==> config.mk <==
export PLATFORM = sky130hd
export DESIGN_NAME = csbu_unit
export DESIGN_NICKNAME = d
export VERILOG_FILES = /design/src/csbu_pkg.sv /design/src/csbu_cond.sv /design/src/csbu_unit.sv
export SDC_FILE = /design/constraint.sdc
export NUM_CORES = 1
export LEC_CHECK = 0
export ABC_CLOCK_PERIOD_IN_PS = 2500
export BUFFER_PORTS_ARGS = -buffer_cell sky130_fd_sc_hd__buf_2
export CAP_MARGIN = 25
export CORE_UTILIZATION = 55
export CTS_BUF_LIST = sky130_fd_sc_hd__clkbuf_8
export CTS_CLUSTER_DIAMETER = 150
export CTS_CLUSTER_SIZE = 16
export DETAILED_ROUTE_END_ITERATION = 10
export PLACE_DENSITY = 0.95
export SLEW_MARGIN = 40
export SYNTH_ARGS = -nofsm -noshare
export SYNTH_HDL_FRONTEND = slang
export SYNTH_SLANG_ARGS = --single-unit
==> constraint.sdc <==
create_clock -name sys_clk_in -period 2.5 [get_ports sys_clk_in]
set_input_delay 0.25 -clock sys_clk_in [delete_from_list [all_inputs] [get_ports sys_clk_in]]
set_output_delay 0.25 -clock sys_clk_in [all_outputs]
set_load 0.005 [all_outputs]
==> src/csbu_pkg.sv <==
// Package of constants and types for the conditional skip and branch unit.
package csbu_pkg;
    localparam int CSBU_PC_W = 16;
    localparam int CSBU_K_W = 7;
    localparam logic [3:0] CSBU_OP_NONE = 4'h0;
    localparam logic [3:0] CSBU_OP_SKIP_IO = 4'h1;
    localparam logic [3:0] CSBU_OP_FLAG_SET = 4'h2;
    localparam logic [3:0] CSBU_OP_FLAG_CLR = 4'h3;
    localparam logic [3:0] CSBU_OP_EQ = 4'h4;
    localparam logic [3:0] CSBU_OP_NE = 4'h5;
    localparam logic [3:0] CSBU_OP_CS = 4'h6;
    localparam logic [3:0] CSBU_OP_CC = 4'h7;
    localparam logic [3:0] CSBU_OP_SH = 4'h8;
    localparam logic [2:0] CSBU_FLAG_C = 3'h0;
    localparam logic [2:0] CSBU_FLAG_Z = 3'h1;
    localparam logic [1:0] CSBU_CYC_ONE = 2'h1;
    localparam logic [1:0] CSBU_CYC_TWO = 2'h2;
    localparam logic [1:0] CSBU_CYC_THREE = 2'h3;
    localparam logic [15:0] CSBU_PC_RST = 16'h0000;
    localparam logic [7:0] CSBU_STATUS_REGISTER_RST = 8'h00;

    typedef struct packed {
        logic [3:0] op;
        logic [2:0] sel;
        logic [CSBU_K_W-1:0] k;
        logic [CSBU_PC_W-1:0] pc;
        logic next_two_words;
    } csbu_instr_t;

    typedef struct packed {
        logic [CSBU_PC_W-1:0] pc;
        logic [1:0] cycles;
        logic taken;
    } csbu_result_t;
endpackage

==> src/csbu_cond.sv <==
// Condition evaluation for skip and branch instructions.
`timescale 1ns/1ns
module csbu_cond import csbu_pkg::*; (
    // Instruction and state.
    input wire logic [3:0] op_in,
    input wire logic [2:0] sel_in,
    input wire logic [7:0] status_in,
    input wire logic [7:0] io_data_in,
    // Decision.
    output logic taken_out
);
    always_comb begin
        case (op_in)
            CSBU_OP_SKIP_IO: taken_out = io_data_in[sel_in]; // [RQ1]
            CSBU_OP_FLAG_SET: taken_out = status_in[sel_in]; // [RQ2]
            CSBU_OP_FLAG_CLR: taken_out = ~status_in[sel_in]; // [RQ3]
            CSBU_OP_EQ: taken_out = status_in[CSBU_FLAG_Z]; // [RQ4]
            CSBU_OP_NE: taken_out = ~status_in[CSBU_FLAG_Z]; // [RQ5]
            CSBU_OP_CS: taken_out = status_in[CSBU_FLAG_C]; // [RQ6]
            CSBU_OP_CC: taken_out = ~status_in[CSBU_FLAG_C]; // [RQ7]
            CSBU_OP_SH: taken_out = ~status_in[CSBU_FLAG_C]; // [RQ8]
            default: taken_out = 1'b0;
        endcase
    end
endmodule // csbu_cond

==> src/csbu_unit.sv <==
// Conditional skip and branch execution unit with its own status register copy.
// How it works
// (RQ1) Skip tests the chosen I/O bit; when one, PC advances 2 or 3.
// (RQ2) Flag-set branch jumps to PC+k+1 when the chosen status bit is one.
// (RQ3) Flag-clear branch jumps to PC+k+1 when the chosen status bit is zero.
// (RQ4) Equal branch jumps to PC+k+1 when the zero flag is one.
// (RQ5) Not-equal branch jumps to PC+k+1 when the zero flag is zero.
// (RQ6) Carry-set branch jumps to PC+k+1 when carry is one.
// (RQ7) Carry-clear branch jumps to PC+k+1 when carry is zero.
// (RQ8) Same-or-higher branch jumps to PC+k+1 when carry is zero.
// (RQ9) None of these instructions changes any status flag.
// (RQ10) Skip over one word adds 2, over two words adds 3; cycles match.
// (RQ11) Offset k is signed; untaken branch costs 1 cycle, taken 2.
`timescale 1ns/1ns
module csbu_unit import csbu_pkg::*; (
    // Clock, reset and enable.
    input wire logic sys_clk_in,
    input wire logic arst_n_in,
    input wire logic clk_en_in,
    // Instruction issue.
    input wire logic issue_in,
    input wire csbu_instr_t instr_in,
    input wire logic [7:0] io_data_in,
    // Status register load from the rest of the core.
    input wire logic status_wr_in,
    input wire logic [7:0] status_wdata_in,
    // Results.
    output logic done_out,
    output csbu_result_t result_out,
    output logic [7:0] status_out
);
    logic taken;
    logic [7:0] status_reg, status_next;
    logic done_reg, done_next;
    csbu_result_t result_reg, result_next;
    logic [CSBU_PC_W-1:0] k_ext;

    csbu_cond u_cond (
        .op_in(instr_in.op),
        .sel_in(instr_in.sel),
        .status_in(status_reg),
        .io_data_in(io_data_in),
        .taken_out(taken)
    );

    assign k_ext = {{(CSBU_PC_W-CSBU_K_W){instr_in.k[CSBU_K_W-1]}}, instr_in.k}; // [RQ11]

    always_comb begin
        status_next = status_reg;
        done_next = 1'b0;
        result_next = result_reg;
        if (status_wr_in) begin
            status_next = status_wdata_in;
        end
        if (issue_in && instr_in.op != CSBU_OP_NONE) begin
            done_next = 1'b1;
            result_next.taken = taken;
            if (instr_in.op == CSBU_OP_SKIP_IO) begin
                if (taken && instr_in.next_two_words) begin
                    result_next.pc = instr_in.pc + 16'h0003; // [RQ1] [RQ10]
                    result_next.cycles = CSBU_CYC_THREE;
                end else if (taken) begin
                    result_next.pc = instr_in.pc + 16'h0002; // [RQ1] [RQ10]
                    result_next.cycles = CSBU_CYC_TWO;
                end else begin
                    result_next.pc = instr_in.pc + 16'h0001;
                    result_next.cycles = CSBU_CYC_ONE;
                end
            end else if (taken) begin
                result_next.pc = instr_in.pc + k_ext + 16'h0001; // [RQ2] [RQ4] [RQ6] [RQ8]
                result_next.cycles = CSBU_CYC_TWO; // [RQ11]
            end else begin
                result_next.pc = instr_in.pc + 16'h0001; // [RQ3] [RQ5] [RQ7]
                result_next.cycles = CSBU_CYC_ONE; // [RQ11]
            end
        end
    end

    always_ff @(posedge sys_clk_in or negedge arst_n_in) begin
        if (!arst_n_in) begin
            status_reg <= CSBU_STATUS_REGISTER_RST;
            done_reg <= 1'b0;
            result_reg <= '{pc: CSBU_PC_RST, cycles: 2'h0, taken: 1'b0};
        end else if (clk_en_in) begin
            status_reg <= status_next; // [RQ9]
            done_reg <= done_next;
            result_reg <= result_next;
        end
    end

    assign done_out = done_reg;
    assign result_out = result_reg;
    assign status_out = status_reg;

    // Reference target for a taken branch, with k sign-extended to the PC width.
    logic [CSBU_PC_W-1:0] branch_target;
    assign branch_target = instr_in.pc + {{(CSBU_PC_W-CSBU_K_W){instr_in.k[CSBU_K_W-1]}}, instr_in.k}
                           + 16'h0001;

    property p_flags_kept;
        @(posedge sys_clk_in) disable iff (!arst_n_in)
        (clk_en_in && issue_in && !status_wr_in) |=> status_reg == $past(status_reg);
    endproperty
    a_flags_kept: assert property (p_flags_kept) else $error("Status changed by branch."); // [RQ9]

    property p_skip_pc;
        @(posedge sys_clk_in) disable iff (!arst_n_in)
        (clk_en_in && issue_in && instr_in.op == CSBU_OP_SKIP_IO && io_data_in[instr_in.sel])
        |=> result_reg.pc == $past(instr_in.pc) + ($past(instr_in.next_two_words) ? 16'h0003 : 16'h0002);
    endproperty
    a_skip_pc: assert property (p_skip_pc) else $error("Skip PC wrong."); // [RQ1]

    property p_skip_cyc;
        @(posedge sys_clk_in) disable iff (!arst_n_in)
        (clk_en_in && issue_in && instr_in.op == CSBU_OP_SKIP_IO)
        |=> result_reg.cycles == result_reg.pc - $past(instr_in.pc);
    endproperty
    a_skip_cyc: assert property (p_skip_cyc) else $error("Skip cycles wrong."); // [RQ10]

    property p_set;
        @(posedge sys_clk_in) disable iff (!arst_n_in)
        (clk_en_in && issue_in && instr_in.op == CSBU_OP_FLAG_SET)
        |=> result_reg.taken == $past(status_reg[instr_in.sel]);
    endproperty
    a_set: assert property (p_set) else $error("Flag set decision wrong."); // [RQ2]

    property p_clr;
        @(posedge sys_clk_in) disable iff (!arst_n_in)
        (clk_en_in && issue_in && instr_in.op == CSBU_OP_FLAG_CLR)
        |=> result_reg.taken != $past(status_reg[instr_in.sel]);
    endproperty
    a_clr: assert property (p_clr) else $error("Flag clear decision wrong."); // [RQ3]

    property p_eq;
        @(posedge sys_clk_in) disable iff (!arst_n_in)
        (clk_en_in && issue_in && instr_in.op == CSBU_OP_EQ && status_reg[CSBU_FLAG_Z])
        |=> result_reg.pc == $past(branch_target);
    endproperty
    a_eq: assert property (p_eq) else $error("Equal branch target wrong."); // [RQ4] [RQ11]

    property p_ne;
        @(posedge sys_clk_in) disable iff (!arst_n_in)
        (clk_en_in && issue_in && instr_in.op == CSBU_OP_NE)
        |=> result_reg.taken == !$past(status_reg[CSBU_FLAG_Z]);
    endproperty
    a_ne: assert property (p_ne) else $error("Not-equal decision wrong."); // [RQ5]

    property p_cs;
        @(posedge sys_clk_in) disable iff (!arst_n_in)
        (clk_en_in && issue_in && instr_in.op == CSBU_OP_CS)
        |=> result_reg.taken == $past(status_reg[CSBU_FLAG_C]);
    endproperty
    a_cs: assert property (p_cs) else $error("Carry set decision wrong."); // [RQ6]

    property p_cc;
        @(posedge sys_clk_in) disable iff (!arst_n_in)
        (clk_en_in && issue_in && (instr_in.op == CSBU_OP_CC || instr_in.op == CSBU_OP_SH))
        |=> result_reg.taken == !$past(status_reg[CSBU_FLAG_C]) && done_reg;
    endproperty
    a_cc: assert property (p_cc) else $error("Carry clear decision wrong."); // [RQ7] [RQ8]

    property p_br_cyc;
        @(posedge sys_clk_in) disable iff (!arst_n_in)
        (done_reg && result_reg.cycles == CSBU_CYC_ONE) |-> !result_reg.taken;
    endproperty
    a_br_cyc: assert property (p_br_cyc) else $error("Cycle count mismatch."); // [RQ11]

    property p_skip_none;
        @(posedge sys_clk_in) disable iff (!arst_n_in)
        (clk_en_in && issue_in && instr_in.op == CSBU_OP_SKIP_IO && !io_data_in[instr_in.sel])
        |=> result_reg.pc == $past(instr_in.pc) + 16'h0001 && result_reg.cycles == CSBU_CYC_ONE
            && !result_reg.taken;
    endproperty
    a_skip_none: assert property (p_skip_none) else $error("Skip not taken wrong."); // [RQ1] [RQ10]

    property p_set_pc;
        @(posedge sys_clk_in) disable iff (!arst_n_in)
        (clk_en_in && issue_in && instr_in.op == CSBU_OP_FLAG_SET && status_reg[instr_in.sel])
        |=> result_reg.pc == $past(branch_target) && result_reg.cycles == CSBU_CYC_TWO;
    endproperty
    a_set_pc: assert property (p_set_pc) else $error("Flag set target wrong."); // [RQ2] [RQ11]

    property p_clr_pc;
        @(posedge sys_clk_in) disable iff (!arst_n_in)
        (clk_en_in && issue_in && instr_in.op == CSBU_OP_FLAG_CLR && !status_reg[instr_in.sel])
        |=> result_reg.pc == $past(branch_target) && result_reg.cycles == CSBU_CYC_TWO;
    endproperty
    a_clr_pc: assert property (p_clr_pc) else $error("Flag clear target wrong."); // [RQ3] [RQ11]

    property p_ne_pc;
        @(posedge sys_clk_in) disable iff (!arst_n_in)
        (clk_en_in && issue_in && instr_in.op == CSBU_OP_NE && !status_reg[CSBU_FLAG_Z])
        |=> result_reg.pc == $past(branch_target);
    endproperty
    a_ne_pc: assert property (p_ne_pc) else $error("Not-equal target wrong."); // [RQ5]

    property p_cs_pc;
        @(posedge sys_clk_in) disable iff (!arst_n_in)
        (clk_en_in && issue_in && instr_in.op == CSBU_OP_CS && status_reg[CSBU_FLAG_C])
        |=> result_reg.pc == $past(branch_target);
    endproperty
    a_cs_pc: assert property (p_cs_pc) else $error("Carry set target wrong."); // [RQ6]

    property p_cs_untaken;
        @(posedge sys_clk_in) disable iff (!arst_n_in)
        (clk_en_in && issue_in && instr_in.op == CSBU_OP_CS && !status_reg[CSBU_FLAG_C])
        |=> result_reg.pc == $past(instr_in.pc) + 16'h0001 && result_reg.cycles == CSBU_CYC_ONE;
    endproperty
    a_cs_untaken: assert property (p_cs_untaken) else $error("Untaken branch wrong."); // [RQ6] [RQ11]

    property p_sh_pc;
        @(posedge sys_clk_in) disable iff (!arst_n_in)
        (clk_en_in && issue_in && instr_in.op == CSBU_OP_SH && !status_reg[CSBU_FLAG_C])
        |=> result_reg.pc == $past(branch_target) && result_reg.cycles == CSBU_CYC_TWO;
    endproperty
    a_sh_pc: assert property (p_sh_pc) else $error("Same-or-higher target wrong."); // [RQ8] [RQ11]

    property p_en_freeze;
        @(posedge sys_clk_in) disable iff (!arst_n_in)
        !clk_en_in
        |=> status_reg == $past(status_reg) && done_reg == $past(done_reg)
            && result_reg == $past(result_reg);
    endproperty
    a_en_freeze: assert property (p_en_freeze) else $error("State moved while disabled.");

    property p_done_pulse;
        @(posedge sys_clk_in) disable iff (!arst_n_in)
        (clk_en_in && !(issue_in && instr_in.op != CSBU_OP_NONE)) |=> !done_reg;
    endproperty
    a_done_pulse: assert property (p_done_pulse) else $error("Done without an issue.");

    property p_result_hold;
        @(posedge sys_clk_in) disable iff (!arst_n_in)
        (clk_en_in && !(issue_in && instr_in.op != CSBU_OP_NONE))
        |=> result_reg == $past(result_reg);
    endproperty
    a_result_hold: assert property (p_result_hold) else $error("Result changed without issue.");

    property p_status_load;
        @(posedge sys_clk_in) disable iff (!arst_n_in)
        (clk_en_in && status_wr_in) |=> status_reg == $past(status_wdata_in);
    endproperty
    a_status_load: assert property (p_status_load) else $error("Status load lost.");

    c_skip3: cover property (@(posedge sys_clk_in) done_reg && result_reg.cycles == CSBU_CYC_THREE);
    c_taken: cover property (@(posedge sys_clk_in) done_reg && result_reg.taken);
    c_untaken: cover property (@(posedge sys_clk_in) done_reg && !result_reg.taken);
    c_skip2: cover property (@(posedge sys_clk_in) done_reg && result_reg.cycles == CSBU_CYC_TWO);
    c_frozen: cover property (@(posedge sys_clk_in) !clk_en_in && issue_in);
endmodule // csbu_unit

==> impl_results.md, run 1 <==
- Status: finished, violations left
- Failing checks: negative hold slack
- Slew @ Worst Pin: 0.651 ns
- R2R cell count: 9
- CTS tree: yes
- Port buffer count: approximately 80
- Post-route ant nets: 0
- Wire per inst: 16.0 microns
- CTS clock-pin slew for the worst setup and hold paths: roughly 0.10 ns
- Async set-reset flop share out of synthesis: 1.00
- Leakage: ~1.6 nW
- R2r endpoint: result_out[13]
- Initial antenna violation count: 0
- Global-route wire length before repair: approximately 13000 microns
- N_diodes: 0
- CTS buffer count: 3
- Synth Cell Area: between 0.002 and 0.003 sq mm
- Clock Skew: 0.00299 ns
- Pin count of the biggest net entering global routing: 29
- Skew-Pair Late Insertion Delay: around 0.28 ns
- Nets: roughly 500
- Sequential fraction of the synthesis area: 0.245
- RSZ-0062 raised after global routing: no
- Main synth FF type: dfrtp_1
- Period utilisation layout: 0.942
- Final Wtd Congestion: approximately 0.89
- Clock period minus worst slack: about 2.4 ns
- Die Height: about 74 microns
- Gr ovfl total: 0
- Slew margin rel.: 0.566
- Layout fillers: roughly 360
- CTS Buffer Depth: 2
- I/O pin cnt: 80
- Hold Path Class: primary input to async pin
- Endpoints failing setup: 0
- R2r setup slk: roughly 0.15 ns
- Critical Path Sink Type: flip-flop
- Via density: between 6 and 7
- Core ar.: around 0.0048 sq mm
- Final setup margin: between 0.1 and 0.15 ns
- Max IR drop VDD: roughly 0.23 mV
- Layer with the highest usage: met2
- GR Util met3: 0.0528
- Synth top area cells: dfrtp_1 (24%), ha_1 (8.3%), nand2_1 (5.6%)
- Iteration count of the initial detailed-routing pass: 5
- Total Wirelength: approximately 8000 microns
- Final instance area: 0.00350 sq mm
- # DRC: 0
- Final-report max-slew violation count: 0
- DIE AREA: 0.00550 sq mm
- Area delta synth->final: 22.2%
- GR Util met2: 0.528
- Yosys Warn Count: 0
- Number of global-route vias before repair: 2937
- Critical Path RT: ~2.7 ns
- Most common cell in the netlist: nand2_1
- Synth unique cells: 56
- Pre-CTS setup slack: -0.0864 ns
- # hold bufs at CTS: 0
- #FFs+latches synth: 28
- CTS Sinks: 28
- Final hold violation count: 28
- CP arrival: about 2.5 ns
- Hpwl dp: ~6300 microns
- CTS Root Cell: clkbuf_8
- M1 GR Usage: 0.370
- Pwr dens: between 400 and 500 mW/mm^2
- Post-CTS Setup Bufs: 0
- Mapped Nets: 422
- Syn avg cell area: slightly above 8 sq um
- Max Clk Rate: approximately 0.42 GHz
- Htree depth: 1
- Kind of critical path: flip-flop to flip-flop
- Layout cells sized above 1: 0.285
- Initial drt markers: roughly 280
- Post-synth top area share: 0.245
- Cell Area, Placed: approximately 0.0034 sq mm
- Post-synth EDFFs: 0
- Synth area leader: dfrtp_1
- WHS: -0.0140 ns
- Mapped Cells: 350
- Core Rows: 25
- CP startpoint kind: flip-flop
- Gr usage total: 0.303
- Max Cap Violations: 0
- FF-to-FF Start: status_out[0]
- Top cells by count, synth: nand2_1 (43), nor2_1 (36), dfrtp_1 (28), a21oi_1 (22), ha_1 (19)
- Width of the die: about 74 microns
- Vias post-DR: between 3000 and 4000
- Starting Density: 0.590
- Critical Path Fanout Max: 18
per-stage QoR:
stage | total power, mW | cells | hold slack (ns) | setup TNS [ns] | utilization
4_1_cts | 1.53 | 506 | 0.00807 | 0 | 0.720
2_1_floorplan | 0.990 | 350 | -0.0456 | 0 | -
6_report | 1.54 | 506 | -0.0140 | 0 | 0.721
3_3_place_gp | 1.26 | 503 | 0.302 | 0 | 0.711
3_5_place_dp | 1.28 | 503 | 0.312 | -0.0864 | 0.711
5_1_grt | 1.63 | 506 | 0.0356 | 0 | 0.721
sequential cells by signal (all words and copies together), names as in the netlist:
signal / count
result_out: 19
status_out: 8
done_out: 1
cell families (layout without fill, tap and decap cells):
logic type,Yosys count,after routing,synth area share
xor gates and xnor gates,29,29,0.0888
muxes,17,17,0.0805
AOI/OAI and AO/OA,103,103,0.238
and+or+nand+nor,130,130,0.223
DFF,28,28,0.245
buffers and inverters,23,112,0.0345
adders and majority gates,20,20,0.0901
placed cells by master (no fill, tap or decap), types with 6 or more instances in the layout:
cell / netlist / routed
buf_2: 1 / 79
nand2_1: 43 / 43
nor2_1: 36 / 36
dfrtp_1: 28 / 28
a21oi_1: 22 / 22
buf_4: 1 / 21
ha_1: 19 / 19
xnor2_1: 18 / 18
o21ai_0: 15 / 15
nand3_1: 11 / 11
o21ai_1: 11 / 11
xor2_1: 11 / 11
a31oi_1: 10 / 10
inv_1: 8 / 8
nor3_1: 8 / 8
mux2_2: 8 / 8
and3_1: 7 / 7
a211oi_1: 7 / 6
how the worst max path moves through the flow:
| stage | start | cells past startpoint | slack, ns | endpoint |
|---|---|---|---|---|
| floorplan | instr_in[1] | 12 | 0.14 | result_out[13] |
| global placement | instr_in[1] | 14 | 0.003 | result_out[13] |
| detailed placement | instr_in[1] | 14 | -0.09 | result_out[13] |
| CTS | status_out[0] | 9 | 0.15 | result_out[13] |
| global route | status_out[0] | 9 | 0.02 | result_out[13] |
| finish | status_out[0] | 9 | 0.15 | result_out[13] |
report_power, final:
group / switching (mW) / internal [mW] / leakage [nW]
clock: 0.145 / 0.109 / 0.0216
combinational: 0.369 / 0.330 / 1.26
sequential: 0.0520 / 0.534 / 0.331
worst max-delay path: stages (launching register included):
cell      delay (ns)
dfrtp_1         0.43
mux4_2          0.46
mux2i_1         0.19
mux2i_1         0.27
and3_1          0.25
buf_12          0.17
nor2_1          0.06
o21ai_1         0.16
xor2_1          0.16
o211ai_1        0.09
what timing repair did:
action / 4_1_cts / 5_1_grt
setup endpoints to repair: 0 / 1
endpoints found under the hold margin: 0 / 0
resized for setup: 0 / 1
layer usage:
layer,vias up,part of all wire
met2,192,0.49
met3,22,0.089
met4,0,0.016
li1,1481,-
met5,-,0
met1,1458,0.40
cell type report:
cell class | instances | area (sq um) | area share
clock buffer | 3 | 41.3 | 0.0118
inverter | 8 | 30.0 | 0.00859
multi-input combinational | 299 | 2070 | 0.591
sequential | 28 | 701 | 0.200
tap | 67 | 83.8 | 0.0240
timing repair buffer | 101 | 573 | 0.164
(Power assumes the default switching activity.)
==> run 2: changes to the inputs <==
--- a/config.mk
+++ b/config.mk
@@ -6,13 +6,13 @@
 export NUM_CORES = 1
 export LEC_CHECK = 0
 export ABC_CLOCK_PERIOD_IN_PS = 2500
-export BUFFER_PORTS_ARGS = -buffer_cell sky130_fd_sc_hd__buf_2
 export CAP_MARGIN = 25
-export CORE_UTILIZATION = 55
+export CORE_UTILIZATION = 67
 export CTS_BUF_LIST = sky130_fd_sc_hd__clkbuf_8
 export CTS_CLUSTER_DIAMETER = 150
 export CTS_CLUSTER_SIZE = 16
 export DETAILED_ROUTE_END_ITERATION = 10
+export DONT_BUFFER_PORTS = 1
 export PLACE_DENSITY = 0.95
 export SLEW_MARGIN = 40
 export SYNTH_ARGS = -nofsm -noshare
==> run 2 against run 1 <==
Net effect: via count shrank 12%; largest power group is now sequential cells; wire length shrank 5.6%; die area shrank 17%; critical path type unchanged; total power shrank 2.8%; clock skew grew 0.00066 ns; the flow now finishes without violations; worst hold slack gained 0.080 ns; clock power grew 45%; maximum frequency shrank 2.1%; count of clock-buffer cells in the layout is the same; final cell count shrank 21%.
==> impl_results.md, run 2 (synthesis results as in run 1) <==
- CP arrival: 2.56 ns (+0.05 ns)
- Worst path cell trace: mux4_2, mux2i_2, mux2i_1, buf_4, nand3_2, buf_4, a211oi_1, a31oi_1, o22ai_1, a21oi_1
- Final Wtd Congestion: 0.954 (+7.1%)
- Slew margin rel.: 0.583 (+0.0169)
- Crit-path slowest cell: mux4_2
- Starting Density: 0.705 (+0.115)
- Max Cap Violations: 0 (unchanged)
- Power Total: 1.50 mW (-2.8%)
- Pwr dens: 489 mW/mm^2 (+11%)
- CTS clock-pin slew for the worst setup and hold paths: 0.10 ns (about the same)
- Commonest non-fill, non-tap cell in the layout: nand2_1
- WHS: 0.0665 ns (+0.0805 ns)
- Width of the die: 67.4 microns (-9.1%)
- R2r endpoint: result_out[18]
- Initial drt markers: 153 (-46%)
- Hpwl dp: 5840 microns (-7.0%)
- Core Rows: 23 (-8.0%)
- Critical Path Fanout Max: 12 (-6)
- I/O pin cnt: 80 (unchanged)
- R2R cell count: 10 (+1)
- Pin count of the biggest net entering global routing: 29 (unchanged)
- DIE AREA: 0.00454 sq mm (-17%)
- Core ar.: 0.00406 sq mm (-16%)
- Final-report max-slew violation count: 0 (unchanged)
- CP startpoint kind: flip-flop
- Pre-CTS setup slack: -0.0283 ns (+0.0581 ns)
- CTS Buffer Depth: 2 (unchanged)
- Port buffer count: 0 (-100%)
- CTS Sinks: 28 (unchanged)
- Area delta synth->final: 6.91%
- Final hold violation count: 0 (-100%)
- Max Clk Rate: 0.416 GHz (-2.1%)
- Htree depth: 1 (unchanged)
- Leakage: 1.27 nW (-21%)
- Post-route ant nets: 0 (unchanged)
- N_diodes: 0 (unchanged)
- Gr ovfl total: 0 (unchanged)
- Iteration count of the initial detailed-routing pass: 5 (unchanged)
- Status: completed
- Period utilisation layout: 0.962 (+0.0198)
- Layout cells sized above 1: 0.108 (-0.177)
- FF-to-FF Start: status_out[0]
- Initial antenna violation count: 0 (unchanged)
- Slowest stage delay, CP: 0.49 ns (+0.03 ns)
- CTS Root Cell: clkbuf_8
- Wire per inst: 19.0 microns (+19%)
- Hold depth: 1
- Slew @ Worst Pin: 0.625 ns (-0.0254 ns)
- # DRC: 0 (unchanged)
- Clock Skew: 0.00365 ns (+0.000659 ns)
- Gr usage total: 0.345 (+0.0423)
- Hold Path Class: primary input to flip-flop
- CTS tree: yes
- Layout fillers: 279 (-21%)
- Clock period minus worst slack: 2.40 ns (+0.0494 ns)
- Core Util, Final: 0.754 (+0.0329)
- Global-route wire length before repair: 11900 microns (-9.0%)
- Total Wirelength: 7620 microns (-5.6%)
- Top cell by count, worst path: buf_4
- Final setup margin: 0.0956 ns (-0.0494 ns)
- CP top delay family: multiplexers
- Kind of critical path: flip-flop to flip-flop
- Vias post-DR: 2764 (-12%)
- Worst Hold Path EP: done_out
- Endpoints failing setup: 0 (unchanged)
- CP bufs+invs: 2 (+1)
- Critical Path RT: 2.65 ns (about the same)
- Critical Path Sink Type: flip-flop
- Commonest cells after routing, fill and taps aside: nand2_1 (43), nor2_1 (36), dfrtp_1 (28)
- Via density: 6.88 (+10%)
- Max reg flops: 19 (unchanged)
- CTS buffer count: 3 (unchanged)
- Nets: 425 (-17%)
- Number of global-route vias before repair: 2683 (-8.6%)
- Die Height: 67.4 microns (-9.1%)
- Skew-Pair Late Insertion Delay: 0.28 ns (about the same)
- Max IR drop VDD: 0.317 mV (+40%)
- R2r setup slk: 0.1 ns (-0.05 ns)
- Setup TNS: 0 ns (unchanged)
- Hold_sp: clk_en_in
-- run 2: cell count changes in the layout (fill, tap and decap cells not counted), sizes merged --
cell | previous run | this run
bufinv | 0 | 1
buf | 101 | 12
dlygate4sd3 | 0 | 1
-- run 2: worst max path at each step --
stage / startpoint / slack, ns / depth (start not counted) / to
floorplan: instr_in[1] / 0.14 / 12 / result_out[13]
global placement: instr_in[1] / 0.07 / 12 / result_out[13]
detailed placement: instr_in[1] / -0.03 / 12 / result_out[13]
CTS: status_out[0] / 0.08 / 9 / result_out[13]
global route: status_out[0] / -0.02 / 10 / result_out[18]
finish: status_out[0] / 0.1 / 10 / result_out[18]
-- run 2: routing by layer --
layer / part of all wire / track usage / up-vias / routed length (microns)
met3: 0.10 / 0.0878 / 17 / 788
met2: 0.48 / 0.553 / 163 / 3630
met5: 0 / 0 / - / 0
met4: 0.023 / 0.173 / 0 / 179
met1: 0.40 / 0.426 / 1285 / 3020
li1: - / - / 1299 / -
-- run 2: per-stage QoR --
stage | instance area [sq um] | instances
floorplan | 2860 | 350
global placement | 2940 | 395
detailed placement | 2940 | 395
CTS | 3040 | 401
global route | 3060 | 402
finish | 3060 | 402
-- run 2: final cells by class --
type	instances	area [sq um]	area share
Sequential cell	28	701	0.229
Tap cell	50	62.6	0.0204
Multi-Input combinational cell	299	2070	0.676
Inverter	8	30.0	0.00982
Timing Repair Buffer	13	125	0.0409
Clock inverter	1	30.0	0.00982
Clock buffer	3	41.3	0.0135
-- run 2: power by group --
part	internal, mW	switching, mW	total, mW
sequential	0.535	0.0768	0.611
combinational	0.239	0.279	0.517
clock	0.215	0.153	0.368
-- run 2: what timing repair did --
action | 4_1_cts | 5_1_grt
setup buffers | 0 | 1
hold endpoints to repair | 28 | 0
endpoints found under the setup margin | 0 | 2
hold buffers | 2 | 0
resized for setup | 0 | 2
-- run 2: worst register-to-register path: stages, from the launching register on --
cell      delay, ns
dfrtp_1        0.45
mux4_2         0.49
mux2i_2        0.19
mux2i_1        0.24
buf_4          0.14
nand3_2        0.08
buf_4          0.19
a211oi_1       0.23
a31oi_1        0.07
o22ai_1        0.13
a21oi_1        0.07
